**src/rtl/emb_pkg.sv**
```systemverilog
/*
 * Package for the external memory bus interface: request kinds, the request
 * carrier, reset values and the fixed program memory layout constants.
 * Assumes a single 50 MHz core clock shared by every user of this package.
 */
package emb_pkg;

   // Fixed program memory layout.
   localparam logic [15:0] EMB_RESET_PC = 16'h0000;
   localparam logic [15:0] EMB_VEC_BASE = 16'h0003;
   localparam int EMB_VEC_STEP_LSB = 3;

   // Stretch field: width and value after reset.
   localparam int EMB_STRETCH_W = 3;
   localparam logic [2:0] EMB_STRETCH_RST = 3'h1;

   // Smallest write strobe width in clock cycles.
   localparam logic [3:0] EMB_WR_MIN = 4'h1;

   // Kinds of access that the core may ask for.
   typedef enum logic [2:0] {
      EMB_REQ_FETCH,
      EMB_REQ_CODE_READ,
      EMB_REQ_VECTOR,
      EMB_REQ_XREAD,
      EMB_REQ_XWRITE,
      EMB_REQ_DBG_WRITE
   } emb_kind_t;

   // One access request from the core.
   typedef struct packed {
      emb_kind_t kind;
      logic [15:0] addr;
      logic use_ri;
      logic [7:0] ri;
      logic [2:0] vec_idx;
      logic [7:0] wdata;
   } emb_req_t;

endpackage

```
**src/rtl/emb_bus_if.sv**
```systemverilog
/*
 * External memory bus interface of an 8-bit controller core: program fetch,
 * code reads, interrupt vector fetch, external data reads and writes with a
 * programmable stretch, and the debug program write path.
 * Assumes the core and the memories share clk; acknowledges arrive
 * synchronously, and the core holds a request until it is taken.
 */
`timescale 1ns/1ps
module emb_bus_if
   import emb_pkg::*;
(
   input wire logic clk,
   input wire logic rstn,
   input wire logic stretch_we,
   input wire logic [7:0] stretch_wdata,
   input wire logic dbg_mode,
   input wire logic req_valid,
   input wire emb_req_t req,
   input wire logic mem_ps_ack,
   input wire logic [7:0] mem_din,
   output logic req_ready,
   output logic done,
   output logic [7:0] rdata,
   output logic [2:0] stretch,
   output logic [15:0] mem_addr,
   output logic [7:0] mem_dout,
   output logic mem_ps_rd,
   output logic mem_rd,
   output logic mem_wr,
   output logic dbg_ps_wr,
   output logic movx
);

   typedef enum logic [2:0] {
      EMB_ST_IDLE,
      EMB_ST_FETCH,
      EMB_ST_DREAD,
      EMB_ST_DWRITE,
      EMB_ST_DBGWR
   } emb_state_t;

   emb_state_t state_ff;
   logic boot_ff;
   logic [2:0] stretch_ff;
   logic [3:0] ph_ff;
   logic [3:0] nxt_ph;
   logic [3:0] cur_n_ff;
   logic [3:0] wr_len;
   logic [15:0] addr_ff;
   logic [7:0] dout_ff;
   logic [7:0] rdata_ff;
   logic ps_rd_ff;
   logic rd_ff;
   logic wr_ff;
   logic dbg_wr_ff;
   logic movx_ff;
   logic done_ff;
   logic ready_ff;
   logic take;
   logic [15:0] req_addr;

   // The stretch field is the low three bits of the clock control byte.
   always_ff @(posedge clk or negedge rstn)
   begin
      if (!rstn)
         stretch_ff <= EMB_STRETCH_RST;
      else if (stretch_we)
         stretch_ff <= stretch_wdata[EMB_STRETCH_W-1:0];
   end

   assign take = req_valid && ready_ff;
   assign nxt_ph = ph_ff + 4'h1;
   // The write strobe never shrinks below one cycle, even with no stretch.
   assign wr_len = (cur_n_ff == 4'h0) ? EMB_WR_MIN : cur_n_ff;

   // Address formation for each request kind.
   always_comb
   begin
      case (req.kind)
         EMB_REQ_VECTOR:
            req_addr = EMB_VEC_BASE + (16'(req.vec_idx) << EMB_VEC_STEP_LSB);
         EMB_REQ_XREAD, EMB_REQ_XWRITE:
            req_addr = req.use_ri ? {8'h00, req.ri} : req.addr;
         default:
            req_addr = req.addr;
      endcase
   end

   // Sequencer: one access at a time, every width a whole number of cycles.
   always_ff @(posedge clk or negedge rstn)
   begin
      if (!rstn)
      begin
         state_ff <= EMB_ST_IDLE;
         boot_ff <= 1'b1;
         ph_ff <= 4'h0;
         cur_n_ff <= 4'h0;
         addr_ff <= 16'h0000;
         dout_ff <= 8'h00;
         ps_rd_ff <= 1'b0;
         rd_ff <= 1'b0;
         wr_ff <= 1'b0;
         dbg_wr_ff <= 1'b0;
         movx_ff <= 1'b0;
         done_ff <= 1'b0;
         ready_ff <= 1'b0;
      end
      else
      begin
         done_ff <= 1'b0;
         case (state_ff)
            EMB_ST_IDLE:
            begin
               ph_ff <= 4'h0;
               cur_n_ff <= {1'b0, stretch_ff};
               if (boot_ff)
               begin
                  // Core requests are held off until the reset fetch is out.
                  boot_ff <= 1'b0;
                  addr_ff <= EMB_RESET_PC;
                  ps_rd_ff <= 1'b1;
                  state_ff <= EMB_ST_FETCH;
               end
               else if (take)
               begin
                  ready_ff <= 1'b0;
                  addr_ff <= req_addr;
                  case (req.kind)
                     EMB_REQ_XREAD:
                     begin
                        rd_ff <= 1'b1;
                        movx_ff <= 1'b1;
                        state_ff <= EMB_ST_DREAD;
                     end
                     EMB_REQ_XWRITE:
                     begin
                        dout_ff <= req.wdata;
                        movx_ff <= 1'b1;
                        state_ff <= EMB_ST_DWRITE;
                     end
                     EMB_REQ_DBG_WRITE:
                     begin
                        // Outside debug mode the request completes with no write.
                        dout_ff <= req.wdata;
                        dbg_wr_ff <= dbg_mode;
                        state_ff <= EMB_ST_DBGWR;
                     end
                     default:
                     begin
                        ps_rd_ff <= 1'b1;
                        state_ff <= EMB_ST_FETCH;
                     end
                  endcase
               end
               else
                  ready_ff <= 1'b1;
            end
            EMB_ST_FETCH:
            begin
               if (mem_ps_ack)
               begin
                  ps_rd_ff <= 1'b0;
                  done_ff <= 1'b1;
                  state_ff <= EMB_ST_IDLE;
               end
            end
            EMB_ST_DREAD:
            begin
               ph_ff <= nxt_ph;
               if (ph_ff == cur_n_ff)
               begin
                  rd_ff <= 1'b0;
                  movx_ff <= 1'b0;
                  done_ff <= 1'b1;
                  state_ff <= EMB_ST_IDLE;
               end
            end
            EMB_ST_DWRITE:
            begin
               ph_ff <= nxt_ph;
               // Strobe sits inside the address window with a cycle of setup.
               wr_ff <= (nxt_ph >= 4'h1) && (nxt_ph <= wr_len);
               if (ph_ff == cur_n_ff + 4'h1)
               begin
                  wr_ff <= 1'b0;
                  movx_ff <= 1'b0;
                  done_ff <= 1'b1;
                  state_ff <= EMB_ST_IDLE;
               end
            end
            EMB_ST_DBGWR:
            begin
               dbg_wr_ff <= 1'b0;
               done_ff <= 1'b1;
               state_ff <= EMB_ST_IDLE;
            end
            default:
               state_ff <= EMB_ST_IDLE;
         endcase
      end
   end

   // Read data is caught on the cycle an access completes.
   always_ff @(posedge clk or negedge rstn)
   begin
      if (!rstn)
         rdata_ff <= 8'h00;
      else if ((state_ff == EMB_ST_FETCH && mem_ps_ack) || (state_ff == EMB_ST_DREAD && ph_ff == cur_n_ff))
         rdata_ff <= mem_din;
   end

   assign req_ready = ready_ff;
   assign done = done_ff;
   assign rdata = rdata_ff;
   assign stretch = stretch_ff;
   assign mem_addr = addr_ff;
   assign mem_dout = dout_ff;
   assign mem_ps_rd = ps_rd_ff;
   assign mem_rd = rd_ff;
   assign mem_wr = wr_ff;
   assign dbg_ps_wr = dbg_wr_ff;
   assign movx = movx_ff;

   // Helper counters of strobe widths, read only by the checks below.
   logic [3:0] rd_cnt_ff;
   logic [3:0] wr_cnt_ff;
   always_ff @(posedge clk or negedge rstn)
   begin
      if (!rstn)
      begin
         rd_cnt_ff <= 4'h0;
         wr_cnt_ff <= 4'h0;
      end
      else
      begin
         rd_cnt_ff <= rd_ff ? rd_cnt_ff + 4'h1 : 4'h0;
         wr_cnt_ff <= wr_ff ? wr_cnt_ff + 4'h1 : 4'h0;
      end
   end
endmodule

```
**config.mk**
```make
export PLATFORM = sky130hd
export DESIGN_NAME = emb_bus_if
export DESIGN_NICKNAME = d
export VERILOG_FILES = /design/src/rtl/emb_pkg.sv /design/src/rtl/emb_bus_if.sv
export SDC_FILE = /design/constraint.sdc
export NUM_CORES = 1
export LEC_CHECK = 0
export ABC_AREA = 1
export BUFFER_PORTS_ARGS = -buffer_cell sky130_fd_sc_hd__buf_2
export CORE_MARGIN = 2
export CORE_UTILIZATION = 53
export DETAILED_ROUTE_END_ITERATION = 8
export HOLD_SLACK_MARGIN = 0.03
export PLACE_DENSITY = 0.95
export SYNTH_ARGS = -nofsm -noshare
export SYNTH_HDL_FRONTEND = slang
export SYNTH_SLANG_ARGS = --single-unit
```
**constraint.sdc**
```tcl
create_clock -name clk -period 4.35 [get_ports clk]
set_clock_uncertainty 0.15 [all_clocks]
set_input_delay 0.2175 -clock clk [delete_from_list [all_inputs] [get_ports clk]]
set_output_delay 0.2175 -clock clk [all_outputs]
set_load 0.02 [all_outputs]
```
==> impl_metrics.prom, run 1 <==
# TYPE chip_impl_metric gauge
chip_impl_metric{name="route.vias.total",unit=""} 2874
chip_impl_metric{name="multiInputGateArea",unit="sq um"} 1310
chip_impl_metric{name="final-seq-area",unit="sq um"} 1330
chip_impl_metric{name="drt-pass1-iter-count",unit=""} 5
chip_impl_metric{name="gp_routability_congestion",unit=""} 0.853
chip_impl_info{name="clk_root_buffer_cell",value="sky130_fd_sc_hd__clkbuf_8"} 1
chip_impl_metric{name="postSynthAreaPerCell",unit="sq um"} 8.15
chip_impl_info{name="cts_tree",value="built"} 1
chip_impl_metric{name="count_of_fill_cells_added_during_filler_insertion",unit=""} 338
chip_impl_metric{name="slew_headroom",unit="%"} 51.3
chip_impl_metric{name="cts_post_setup_buffers_inserted",unit=""} 0
chip_impl_info{name="synth.largest_area_cell",value="sky130_fd_sc_hd__dfrtp_1"} 1
chip_impl_metric{name="critical_path_peak_fanout",unit=""} 6
chip_impl_metric{name="arrival",unit="ns"} 2.12
chip_impl_metric{name="ys_ff_latch",unit=""} 53
chip_impl_metric{name="p_leak",unit="nW"} 2.12
chip_impl_metric{name="cts_made_buffers",unit=""} 5
chip_impl_metric{name="critical_path_required",unit="ns"} 4.40
chip_impl_info{name="yosys_most_used_dff",value="sky130_fd_sc_hd__dfrtp_1"} 1
chip_impl_metric{name="timing_max_transition_violations_final",unit=""} 0
chip_impl_metric{name="finish.utilization",unit="%"} 74.3
chip_impl_metric{name="setup_violations",unit=""} 0
chip_impl_metric{name="design.portCount",unit=""} 103
chip_impl_metric{name="die_wd",unit="um"} 76.4
chip_impl_metric{name="drcViolationCount",unit=""} 0
chip_impl_metric{name="grt_antenna_before_repair",unit=""} 0
chip_impl_info{name="outcome",value="finished clean"} 1
chip_impl_metric{name="fin_hold_ws",unit="ns"} 0.0271
chip_impl_info{name="hold_path_class",value="input pin to register"} 1
chip_impl_metric{name="synth_enable_flop_cells",unit=""} 0
chip_impl_metric{name="detailedRoute.firstIterationViolations",unit=""} 181
chip_impl_metric{name="share_of_yosys_cell_area_claimed_by_the_top_area_cell_type",unit="%"} 45.9
chip_impl_metric{name="timing.reg2reg.setup_slack",unit="ns"} 2.35
chip_impl_metric{name="grt.total_usage",unit="%"} 28.8
chip_impl_metric{name="final_setup_tns",unit="ns"} 0
chip_impl_metric{name="globalRoute.totalOverflow",unit=""} 0
chip_impl_metric{name="path_clk_slew",unit="ns"} 0.11
chip_impl_info{name="critPathCaptureType",value="register"} 1
chip_impl_metric{name="grt_first_pass_wirelength",unit="mm"} 13.4
chip_impl_metric{name="ctsHtreeMaxLevel",unit=""} 2
chip_impl_metric{name="insertion_delay",unit="ns"} 0.32
chip_impl_metric{name="max_cap_viols",unit=""} 0
chip_impl_metric{name="dp.final_hpwl",unit="mm"} 4.95
chip_impl_metric{name="ir_drop",unit="mV"} 0.340
chip_impl_metric{name="ant_nets",unit=""} 0
chip_impl_metric{name="yosysUniqueCellTypes",unit=""} 34
chip_impl_metric{name="period_needed",unit="ns"} 2.08
chip_impl_info{name="critical_path_source_type",value="input pin"} 1
chip_impl_metric{name="final_area",unit="sq um"} 3770
chip_impl_metric{name="placed_cells",unit=""} 505
chip_impl_metric{name="antennaDiodeCount",unit=""} 0
chip_impl_metric{name="layout-drive-gt1-share",unit="%"} 28.2
chip_impl_metric{name="power_density",unit="nW/um^2"} 639
chip_impl_info{name="crit_type",value="input pin to register"} 1
chip_impl_metric{name="avgRoutedWirePerCell",unit="um"} 14.8
chip_impl_metric{name="ctsHoldBuffers",unit=""} 35
chip_impl_metric{name="layout.cells.non_filler",unit=""} 548
chip_impl_metric{name="async_set_or_reset_flop_fraction_in_the_synthesized_netlist",unit="%"} 100
chip_impl_metric{name="first_global_vias",unit=""} 2892
chip_impl_metric{name="yosysWarnings",unit=""} 0
chip_impl_metric{name="mappedNetlistArea",unit="sq um"} 2780
chip_impl_info{name="synth_area_leaders",value="sky130_fd_sc_hd__dfrtp_1 (46%), sky130_fd_sc_hd__nand2_1 (19%), sky130_fd_sc_hd__nand3_1 (5.4%)"} 1
chip_impl_metric{name="chipHeight",unit="um"} 76.4
chip_impl_metric{name="post_synthesis_to_final_layout_area_growth",unit="%"} 35.7
chip_impl_metric{name="layout.nets",unit=""} 545
chip_impl_metric{name="worst_tran_pin_value",unit="ns"} 0.723
chip_impl_metric{name="final.period_utilization",unit="%"} 47.8
chip_impl_metric{name="final-hold-violation-count",unit=""} 0
chip_impl_metric{name="fmaxAchievable",unit="GHz"} 0.481
chip_impl_metric{name="synth-seq-area-share",unit="%"} 47.8
chip_impl_metric{name="post_synth_inst_count",unit=""} 341
chip_impl_metric{name="cts_resized",unit=""} 0
chip_impl_metric{name="fp.dieArea",unit="sq um"} 5840
chip_impl_metric{name="std_cell_rows",unit=""} 26
chip_impl_metric{name="design.core.area",unit="sq um"} 5070
chip_impl_info{name="grt_setup_unrepaired",value="no"} 1
chip_impl_metric{name="count_of_clock_tree_sinks",unit=""} 53
chip_impl_metric{name="route.final.wire_length",unit="mm"} 8.10
chip_impl_metric{name="grt_max_degree",unit=""} 54
chip_impl_metric{name="mapped_nets",unit=""} 409
chip_impl_metric{name="dpl-instance-area",unit="sq um"} 3340
chip_impl_metric{name="buffer_ports.inserted",unit=""} 97
chip_impl_metric{name="detail_route.vias_per_cell",unit=""} 5.24
chip_impl_metric{name="initial_core_util",unit="%"} 54.8
chip_impl_metric{name="clk_path_buf_depth",unit=""} 2
==> placed cells by master (no fill, tap or decap) <==
master / instances
sky130_fd_sc_hd__clkinv_1: 1
sky130_fd_sc_hd__dfstp_2: 2
sky130_fd_sc_hd__nor3_1: 1
sky130_fd_sc_hd__o21ai_2: 1
sky130_fd_sc_hd__buf_2: 97
sky130_fd_sc_hd__nand3b_1: 1
sky130_fd_sc_hd__inv_6: 1
sky130_fd_sc_hd__clkbuf_8: 5
sky130_fd_sc_hd__nand2_2: 3
sky130_fd_sc_hd__o21ai_1: 1
sky130_fd_sc_hd__a21oi_2: 2
sky130_fd_sc_hd__clkinv_2: 1
sky130_fd_sc_hd__inv_2: 4
sky130_fd_sc_hd__o21ai_0: 18
sky130_fd_sc_hd__dlygate4sd3_1: 35
sky130_fd_sc_hd__nand3_2: 1
sky130_fd_sc_hd__dfrtp_1: 51
sky130_fd_sc_hd__o21ba_2: 1
sky130_fd_sc_hd__nor2_8: 1
sky130_fd_sc_hd__buf_4: 1
sky130_fd_sc_hd__nor2_1: 14
sky130_fd_sc_hd__nand2_4: 3
sky130_fd_sc_hd__inv_1: 25
sky130_fd_sc_hd__o22ai_1: 1
sky130_fd_sc_hd__nand3_1: 30
sky130_fd_sc_hd__a21boi_1: 1
sky130_fd_sc_hd__a21oi_1: 9
sky130_fd_sc_hd__and2_1: 1
sky130_fd_sc_hd__mux2_4: 8
sky130_fd_sc_hd__nor2_2: 2
sky130_fd_sc_hd__nor2_4: 1
sky130_fd_sc_hd__nand2_1: 139
sky130_fd_sc_hd__clkbuf_1: 1
sky130_fd_sc_hd__nand4_1: 4
sky130_fd_sc_hd__xor2_1: 2
sky130_fd_sc_hd__ha_1: 7
sky130_fd_sc_hd__and3_1: 1
sky130_fd_sc_hd__nand3_4: 1
==> through the flow <==
| stage | setup WS, ns | power, mW |
|---|---|---|
| 2_1_floorplan | 2.61 | 1.69 |
| 3_3_place_gp | 2.49 | 1.99 |
| 3_5_place_dp | 2.46 | 2.05 |
| 4_1_cts | 2.30 | 2.37 |
| 5_1_grt | 2.16 | 2.58 |
| 6_report | 2.27 | 2.41 |
==> worst max-delay path, cell delays in order <==
cell	delay, ns
sky130_fd_sc_hd__dlygate4sd3_1	0.53
sky130_fd_sc_hd__buf_2	0.15
sky130_fd_sc_hd__nand2_1	0.06
sky130_fd_sc_hd__dlygate4sd3_1	0.53
sky130_fd_sc_hd__o21ai_0	0.07
sky130_fd_sc_hd__dlygate4sd3_1	0.56
==> routing by layer <==
metal  vias to the layer above  track usage, %  part of all wire (%)
met5                         -               0                     0
met4                         0            12.0                   3.1
met3                        26            4.74                   6.3
met2                       148            52.9                    51
met1                      1340            33.2                    39
li1                       1360               -                     -
==> synth_stat cells, types with 2 or more instances <==
cell and number:
sky130_fd_sc_hd__nand2_2 3, sky130_fd_sc_hd__dfstp_2 2, sky130_fd_sc_hd__ha_1 7, sky130_fd_sc_hd__a21oi_2 2
sky130_fd_sc_hd__nor2_2 2, sky130_fd_sc_hd__xor2_1 2, sky130_fd_sc_hd__mux2_4 8, sky130_fd_sc_hd__a21oi_1 9
sky130_fd_sc_hd__nand3_1 30, sky130_fd_sc_hd__inv_1 25, sky130_fd_sc_hd__inv_2 4, sky130_fd_sc_hd__nand2_1 139
sky130_fd_sc_hd__buf_2 2, sky130_fd_sc_hd__o21ai_0 18, sky130_fd_sc_hd__nor2_1 14, sky130_fd_sc_hd__nand4_1 4
sky130_fd_sc_hd__nand2_4 3, sky130_fd_sc_hd__dfrtp_1 51
==> power breakdown <==
group          internal, mW  switching (mW)
Combinational         0.460           0.811
Sequential            0.696           0.159
Clock                 0.115           0.171
==> worst paths after layout <==
kind / from / endpoint / cells after the start
worst max-delay path: stretch_we / stretch[2] / 6
worst min-delay path: req[18] / mem_addr[7] / 5
worst max register to register: cur_n_ff[0] / movx / 10
worst min register to register: mem_addr[3] / mem_addr[3] / 2
max in group asynchronous: rstn / mem_wr / 3
min in group asynchronous: rstn / mem_addr[1] / 3
==> final cells by class <==
type / count / share of cell area, %
clock buffer: 6 / 1.92
clock inverter: 2 / 0.365
inverter: 30 / 2.99
multi-input combinational: 254 / 34.8
sequential: 53 / 35.2
tap: 70 / 2.32
timing repair buffer: 133 / 22.4
==> cell families after synthesis <==
kind of cell / Yosys count / share of synthesized area [%]
multiplexers: 8 / 4.32
buffers and inverters: 34 / 4.95
flip-flops: 53 / 47.8
XOR/XNOR: 2 / 0.630
adder cells (fa/ha/maj): 7 / 3.15
AO/OA/AOI/OAI: 34 / 6.84
AND/OR/NAND/NOR: 203 / 32.3
==> state kept, by name, summed over array words and instances (netlist names), 3 cells and up <==
name	cells
mem_dout	8
cur_n_ff	3
state_ff	3
mem_addr	16
ph_ff	4
rdata	8
stretch	3
Note: power is estimated with default switching activity, not from simulation.
==> run 2, diff against run 1 <==
--- a/config.mk
+++ b/config.mk
@@ -8,10 +8,10 @@
 export ABC_AREA = 1
 export BUFFER_PORTS_ARGS = -buffer_cell sky130_fd_sc_hd__buf_2
 export CORE_MARGIN = 2
-export CORE_UTILIZATION = 53
+export CORE_UTILIZATION = 45
 export DETAILED_ROUTE_END_ITERATION = 8
 export HOLD_SLACK_MARGIN = 0.03
-export PLACE_DENSITY = 0.95
+export PLACE_DENSITY = 0.88
 export SYNTH_ARGS = -nofsm -noshare
 export SYNTH_HDL_FRONTEND = slang
 export SYNTH_SLANG_ARGS = --single-unit
==> constraint.sdc (replaced) <==
create_clock -name clk -period 1.7 [get_ports clk]
set_clock_uncertainty 0.15 [all_clocks]
set_input_delay 0.085 -clock clk [delete_from_list [all_inputs] [get_ports clk]]
set_output_delay 0.085 -clock clk [all_outputs]
set_load 0.02 [all_outputs]
==> run 2 against run 1 <==
  * The flow now finishes with violations (negative setup slack)
  * Die area increased by 17%
  * First-iteration DRC count increased by 22%
  * Flip-flop and latch count unchanged
  * Worst hold slack improved by 0.024 ns
  * Critical path depth increased by 3
==> impl_metrics.prom, run 2 (synthesized netlist as in run 1, its figures left out) <==
# TYPE chip_impl_metric gauge
chip_impl_metric{name="ant_nets",unit=""} 0
chip_impl_metric{name="final_area",unit="sq um"} 4310
chip_impl_metric{name="design.core.area",unit="sq um"} 5960
chip_impl_metric{name="insertion_delay",unit="ns"} 0.31
chip_impl_metric{name="std_cell_rows",unit=""} 28
chip_impl_metric{name="post_synthesis_to_final_layout_area_growth",unit="%"} 55.1
chip_impl_metric{name="drt-pass1-iter-count",unit=""} 4
chip_impl_metric{name="gp_routability_congestion",unit=""} 0.858
chip_impl_info{name="hold_path_class",value="input pin to register"} 1
chip_impl_metric{name="globalRouteMet1Util",unit="%"} 26.7
chip_impl_metric{name="chipHeight",unit="um"} 82.6
chip_impl_metric{name="fp.dieArea",unit="sq um"} 6820
chip_impl_metric{name="critical_path_peak_fanout",unit=""} 2
chip_impl_metric{name="final_setup_tns",unit="ns"} -0.363
chip_impl_metric{name="grt_antenna_before_repair",unit=""} 0
chip_impl_metric{name="placed_cells",unit=""} 524
chip_impl_metric{name="route.vias.total",unit=""} 2971
chip_impl_metric{name="dp.final_hpwl",unit="mm"} 5.13
chip_impl_info{name="grt_setup_unrepaired",value="yes"} 1
chip_impl_metric{name="layout-drive-gt1-share",unit="%"} 38.4
chip_impl_metric{name="detail_route.vias_per_cell",unit=""} 5.07
chip_impl_metric{name="fin_hold_ws",unit="ns"} 0.0509
chip_impl_metric{name="final.period_utilization",unit="%"} 104
chip_impl_metric{name="clk_path_buf_depth",unit=""} 2
chip_impl_metric{name="route.final.wire_length",unit="mm"} 8.28
chip_impl_metric{name="arrival",unit="ns"} 1.82
chip_impl_metric{name="buffer_ports.inserted",unit=""} 97
chip_impl_info{name="critical-path-slowest-cell",value="sky130_fd_sc_hd__dfrtp_1"} 1
chip_impl_metric{name="dpl-instance-area",unit="sq um"} 3470
chip_impl_metric{name="globalRoute.totalOverflow",unit=""} 0
chip_impl_metric{name="design.portCount",unit=""} 103
chip_impl_metric{name="critical_path_required",unit="ns"} 1.75
chip_impl_info{name="cts_tree",value="built"} 1
chip_impl_metric{name="grt_first_pass_wirelength",unit="mm"} 12.2
chip_impl_metric{name="layout.nets",unit=""} 578
chip_impl_metric{name="slew_headroom",unit="%"} 71.9
chip_impl_info{name="layout_commonest_cell",value="sky130_fd_sc_hd__nand2_1"} 1
chip_impl_metric{name="layout.cells.non_filler",unit=""} 586
chip_impl_metric{name="largest_register_ff_count",unit=""} 16
chip_impl_metric{name="design_power_total",unit="mW"} 7.10
chip_impl_metric{name="initial_core_util",unit="%"} 46.7
chip_impl_metric{name="ctsHtreeMaxLevel",unit=""} 2
chip_impl_metric{name="met2_usage",unit="%"} 44.2
chip_impl_metric{name="final-hold-violation-count",unit=""} 0
chip_impl_info{name="critPathCaptureType",value="register"} 1
chip_impl_metric{name="die_wd",unit="um"} 82.6
chip_impl_metric{name="layout_setup_ws",unit="ns"} -0.0706
chip_impl_info{name="busiest_layer",value="met2"} 1
chip_impl_metric{name="antennaDiodeCount",unit=""} 0
chip_impl_info{name="outcome",value="finished with violations"} 1
chip_impl_metric{name="preCtsSetupSlack",unit="ns"} -0.121
chip_impl_metric{name="detailedRoute.firstIterationViolations",unit=""} 220
chip_impl_metric{name="max_cap_viols",unit=""} 0
chip_impl_info{name="top_delay_family_on_crit_path",value="adder cells"} 1
chip_impl_metric{name="critical-path-max-stage-delay",unit="ns"} 0.43
chip_impl_metric{name="setup_violations",unit=""} 11
chip_impl_metric{name="drcViolationCount",unit=""} 0
chip_impl_metric{name="first_global_vias",unit=""} 2856
chip_impl_metric{name="ir_drop",unit="mV"} 0.881
chip_impl_metric{name="worst_tran_pin_value",unit="ns"} 0.419
chip_impl_info{name="critical_path_source_type",value="register"} 1
chip_impl_info{name="crit_type",value="register to register"} 1
chip_impl_metric{name="count_of_clock_tree_sinks",unit=""} 53
chip_impl_metric{name="path_clk_slew",unit="ns"} 0.10
chip_impl_metric{name="grt.total_usage",unit="%"} 23.7
chip_impl_metric{name="timing_max_transition_violations_final",unit=""} 0
chip_impl_info{name="most_frequent_cell_on_the_critical_path",value="sky130_fd_sc_hd__ha_4"} 1
chip_impl_info{name="mostFrequentLayoutCells",value="sky130_fd_sc_hd__nand2_1 (128), sky130_fd_sc_hd__buf_2 (97), sky130_fd_sc_hd__dfrtp_1 (49)"} 1
chip_impl_metric{name="period_needed",unit="ns"} 1.77
chip_impl_metric{name="finish.utilization",unit="%"} 72.4
chip_impl_metric{name="avgRoutedWirePerCell",unit="um"} 14.1
chip_impl_info{name="violations",value="negative setup slack"} 1
chip_impl_info{name="clk_root_buffer_cell",value="sky130_fd_sc_hd__clkbuf_8"} 1
chip_impl_metric{name="power_density",unit="nW/um^2"} 1650
chip_impl_metric{name="cts_made_buffers",unit=""} 5
chip_impl_metric{name="fmaxAchievable",unit="GHz"} 0.565
chip_impl_metric{name="globalRouteMet3Util",unit="%"} 4.57
chip_impl_metric{name="grt_max_degree",unit=""} 39
chip_impl_info{name="worstPathCellList",value="buf_6, inv_4, ha_4, ha_4, nand3b_1, a21oi_2, nor2_1, nand3_1, nand2_1"} 1
chip_impl_metric{name="count_of_fill_cells_added_during_filler_insertion",unit=""} 439
chip_impl_metric{name="p_leak",unit="nW"} 2.31
chip_impl_metric{name="timing.critical_path.buf_inv",unit=""} 2
run 2: worst paths after layout:
kind	from	endpoint	slack [ns]	cells past startpoint
worst min register to register	mem_addr[0]	mem_addr[0]	0.34	2
worst min-delay path	req[16]	mem_addr[5]	0.05	5
worst max register to register	ph_ff[0]	mem_wr	-0.07	9
worst max-delay path	ph_ff[0]	mem_wr	-0.07	9
min in group asynchronous	rstn	mem_wr	0.09	2
max in group asynchronous	rstn	boot_ff	0.72	3
run 2: repair_timing:
item,in CTS,in global routing
setup endpoints to repair,10,40
gates resized for setup,16,39
pin swaps,12,13
setup buffers,3,3
hold buffers,46,0
cloned,2,0
endpoints found under the hold margin,88,0
run 2: report_power, final:
part | internal, mW | total (mW) | switching [mW]
Combinational | 1.73 | 4.22 | 2.49
Sequential | 1.79 | 2.15 | 0.361
Clock | 0.298 | 0.733 | 0.435
Total | 3.81 | 7.10 | 3.29
run 2: routing by layer:
layer  routed length (um)  vias to the layer above  share of wire [%]
li1                     -                     1435                  -
met1                 3270                     1405                 40
met2                 4350                      121                 53
met3                  540                       10                6.5
met4                  114                        0                1.4
met5                    0                        -                  0
run 2: area by class of cell:
class,count,area (sq um),share of cell area [%]
multi-input cells,256,1550,36.0
flip-flops and latches,53,1330,30.9
inverters,30,115,2.67
clock inverters,3,25.0,0.580
clock buffers,5,68.8,1.60
well taps,75,93.8,2.18
repair buffers,164,1130,26.1
run 2: tightest hold or removal path, cell delays in order:
cell                      delay [ns]
sky130_fd_sc_hd__buf_2          0.08
sky130_fd_sc_hd__nand2_1        0.04
sky130_fd_sc_hd__a21oi_1        0.12
sky130_fd_sc_hd__o21ai_0        0.09
sky130_fd_sc_hd__nand2_1        0.06
==> run 3, diff against run 2 <==
--- a/config.mk
+++ b/config.mk
@@ -7,6 +7,7 @@
 export LEC_CHECK = 0
 export ABC_AREA = 1
 export BUFFER_PORTS_ARGS = -buffer_cell sky130_fd_sc_hd__buf_2
+export CORE_ASPECT_RATIO = 0.7
 export CORE_MARGIN = 2
 export CORE_UTILIZATION = 45
 export DETAILED_ROUTE_END_ITERATION = 8
==> constraint.sdc (replaced) <==
create_clock -name clk -period 1.51 [get_ports clk]
set_clock_uncertainty 0.15 [all_clocks]
set_input_delay 0.0755 -clock clk [delete_from_list [all_inputs] [get_ports clk]]
set_output_delay 0.0755 -clock clk [all_outputs]
set_load 0.02 [all_outputs]
==> run 3 against run 2 <==
  * The flow still finishes with violations (negative setup slack)
  * Cell count grew 2.6%
  * First-iteration DRC count shrank 15%
  * Power grew 14%
  * Flip-flop and latch count is the same
  * Cell area grew 2.1%
  * Non-clock buffer count grew 14
  * Sequential share of layout area shrank 0.65 points
  * Critical endpoint unchanged
  * Routed wire length grew 4.2%
  * Largest power group unchanged
  * Sequential power grew 12%
==> impl_metrics.prom, run 3 (synthesized netlist as in run 1, its figures left out) <==
# TYPE chip_impl_metric gauge
chip_impl_metric{name="fin_hold_ws",unit="ns"} 0.0274
chip_impl_metric{name="critical_path_required",unit="ns"} 1.57
chip_impl_metric{name="placed_cells",unit=""} 536
chip_impl_metric{name="dp.final_hpwl",unit="mm"} 5.47
chip_impl_metric{name="detailedRoute.firstIterationViolations",unit=""} 187
chip_impl_info{name="worst_min_delay_path_endpoint",value="mem_addr[1]"} 1
chip_impl_info{name="r2r-start",value="ph_ff[1]"} 1
chip_impl_metric{name="first_global_vias",unit=""} 2992
chip_impl_metric{name="grt_first_pass_wirelength",unit="mm"} 13.7
chip_impl_info{name="hold_path_class",value="input pin to register"} 1
chip_impl_metric{name="layout.cells.non_filler",unit=""} 601
chip_impl_metric{name="clk_path_buf_depth",unit=""} 2
chip_impl_metric{name="count_of_fill_cells_added_during_filler_insertion",unit=""} 400
chip_impl_metric{name="fp.dieArea",unit="sq um"} 6830
chip_impl_metric{name="count_of_clock_tree_sinks",unit=""} 53
chip_impl_info{name="outcome",value="finished with violations"} 1
chip_impl_info{name="critical_path_source_type",value="register"} 1
chip_impl_metric{name="arrival",unit="ns"} 1.90
chip_impl_metric{name="globalRoute.totalOverflow",unit=""} 0
chip_impl_info{name="violations",value="negative setup slack"} 1
chip_impl_metric{name="p_leak",unit="nW"} 2.35
chip_impl_metric{name="dpl-instance-area",unit="sq um"} 3570
chip_impl_metric{name="setup_violations",unit=""} 36
chip_impl_metric{name="drcViolationCount",unit=""} 0
chip_impl_metric{name="drt-pass1-iter-count",unit=""} 4
chip_impl_metric{name="gp_routability_congestion",unit=""} 0.879
chip_impl_metric{name="route.final.wire_length",unit="mm"} 8.63
chip_impl_metric{name="ctsHtreeMaxLevel",unit=""} 2
chip_impl_metric{name="max_cap_viols",unit=""} 0
chip_impl_metric{name="power_density",unit="nW/um^2"} 1840
chip_impl_metric{name="design.core.area",unit="sq um"} 5840
chip_impl_metric{name="design.portCount",unit=""} 103
chip_impl_metric{name="final-hold-violation-count",unit=""} 0
chip_impl_metric{name="slew_headroom",unit="%"} 68.6
chip_impl_info{name="timing.rr.end",value="mem_wr"} 1
chip_impl_metric{name="insertion_delay",unit="ns"} 0.31
chip_impl_metric{name="grt.total_usage",unit="%"} 24.7
chip_impl_info{name="mostFrequentLayoutCells",value="sky130_fd_sc_hd__nand2_1 (124), sky130_fd_sc_hd__buf_2 (97), sky130_fd_sc_hd__dfrtp_1 (50)"} 1
chip_impl_metric{name="largest_register_ff_count",unit=""} 16
chip_impl_metric{name="layout-drive-gt1-share",unit="%"} 40.5
chip_impl_metric{name="detail_route.vias_per_cell",unit=""} 5.04
chip_impl_metric{name="timing_max_transition_violations_final",unit=""} 0
chip_impl_metric{name="critical_path_peak_fanout",unit=""} 3
chip_impl_metric{name="layout_setup_ws",unit="ns"} -0.329
chip_impl_metric{name="path_clk_slew",unit="ns"} 0.10
chip_impl_info{name="critPathCaptureType",value="register"} 1
chip_impl_info{name="grt_setup_unrepaired",value="yes"} 1
chip_impl_metric{name="avgRoutedWirePerCell",unit="um"} 14.4
chip_impl_metric{name="worst_tran_pin_value",unit="ns"} 0.471
chip_impl_metric{name="period_needed",unit="ns"} 1.84
chip_impl_metric{name="worstHoldPathCells",unit=""} 7
chip_impl_metric{name="layout.nets",unit=""} 593
chip_impl_metric{name="route.vias.total",unit=""} 3029
chip_impl_metric{name="ant_nets",unit=""} 0
chip_impl_metric{name="ir_drop",unit="mV"} 0.715
chip_impl_metric{name="initial_core_util",unit="%"} 47.6
chip_impl_metric{name="fmaxAchievable",unit="GHz"} 0.544
chip_impl_metric{name="buffer_ports.inserted",unit=""} 97
chip_impl_info{name="layout_commonest_cell",value="sky130_fd_sc_hd__nand2_1"} 1
chip_impl_metric{name="post_synthesis_to_final_layout_area_growth",unit="%"} 58.3
chip_impl_info{name="clk_root_buffer_cell",value="sky130_fd_sc_hd__clkbuf_8"} 1
chip_impl_info{name="crit_type",value="register to register"} 1
chip_impl_metric{name="std_cell_rows",unit=""} 23
chip_impl_info{name="cts_tree",value="built"} 1
chip_impl_info{name="holdCritStartpoint",value="req[12]"} 1
chip_impl_metric{name="final.period_utilization",unit="%"} 122
chip_impl_metric{name="die_wd",unit="um"} 97.9
chip_impl_metric{name="grt_max_degree",unit=""} 21
chip_impl_metric{name="grt_antenna_before_repair",unit=""} 0
chip_impl_metric{name="r2r.worst_path.cells",unit=""} 8
chip_impl_metric{name="timing.reg2reg.setup_slack",unit="ns"} -0.33
chip_impl_metric{name="cts_made_buffers",unit=""} 5
chip_impl_metric{name="final_area",unit="sq um"} 4400
chip_impl_metric{name="chipHeight",unit="um"} 69.8
chip_impl_metric{name="antennaDiodeCount",unit=""} 0
==> run 3: per-stage QoR <==
| step | util (%) | setup TNS (ns) | power, mW | worst slack [ns] |
|---|---|---|---|---|
| floorplan | - | -0.530 | 4.91 | -0.203 |
| global placement | 61.1 | -1.93 | 6.21 | -0.227 |
| detailed placement | 61.1 | -2.83 | 6.36 | -0.275 |
| CTS | 73.6 | -2.15 | 7.70 | -0.274 |
| global route | 75.3 | -6.78 | 8.66 | -0.432 |
| finish | 75.3 | -4.30 | 8.10 | -0.329 |
==> run 3: worst max path at each step <==
stage                            from      to  slack [ns]  cells after the start
after floorplan           cur_n_ff[0]  mem_wr       -0.20                     10
after global placement       ph_ff[0]  mem_wr       -0.23                      8
after detailed placement     ph_ff[1]  mem_wr       -0.27                      8
after CTS                    ph_ff[1]  mem_wr       -0.27                      8
after global routing         ph_ff[1]  mem_wr       -0.43                      8
final                        ph_ff[1]  mem_wr       -0.33                      8
==> run 3: layout make-up <==
type                            count  area [sq um]  area share (%)
Tap cell                           75          93.8            2.13
Inverter                           30           113            2.56
Timing Repair Buffer              178          1240            28.2
Clock inverter                      3          22.5           0.512
Clock buffer                        5          68.8            1.56
Sequential cell                    53          1330            30.2
Timing Repair inverter              1          7.51           0.171
Multi-Input combinational cell    256          1530            34.7
==> run 3: routing by layer <==
layer	wire (um)	GRT usage, %	part of all wire [%]
met1	3760	31.7	44
met2	4190	43.9	49
met3	572	4.74	6.6
met5	0	0	0
met4	107	4.17	1.2
==> run 3: worst max-delay path, cell delays in order, from the launching register on <==
cell and delay [ns]:
sky130_fd_sc_hd__dfrtp_1 0.44, sky130_fd_sc_hd__ha_2 0.23, sky130_fd_sc_hd__xor2_2 0.15, sky130_fd_sc_hd__ha_1 0.35, sky130_fd_sc_hd__and3_4 0.17, sky130_fd_sc_hd__a21oi_2 0.09
sky130_fd_sc_hd__nor2_1 0.06, sky130_fd_sc_hd__nand3_1 0.07, sky130_fd_sc_hd__nand2_1 0.05
==> run 3: repair_timing <==
action / 4_1_cts / 5_1_grt
endpoints found under the setup margin: 32 / 40
pin swaps: 17 / 13
resized for setup: 26 / 30
cloned: 2 / 1
setup buffers: 7 / 2
hold buffers: 48 / 0
hold endpoints to repair: 90 / 0
==> run 3: where the power goes <==
part | internal [mW] | leakage (nW) | switching, mW | total [mW]
Combinational | 2.04 | 1.66 | 2.84 | 4.87
Sequential | 2.01 | 0.658 | 0.406 | 2.41
Clock | 0.326 | 0.0364 | 0.491 | 0.817
Total | 4.37 | 2.35 | 3.73 | 8.10
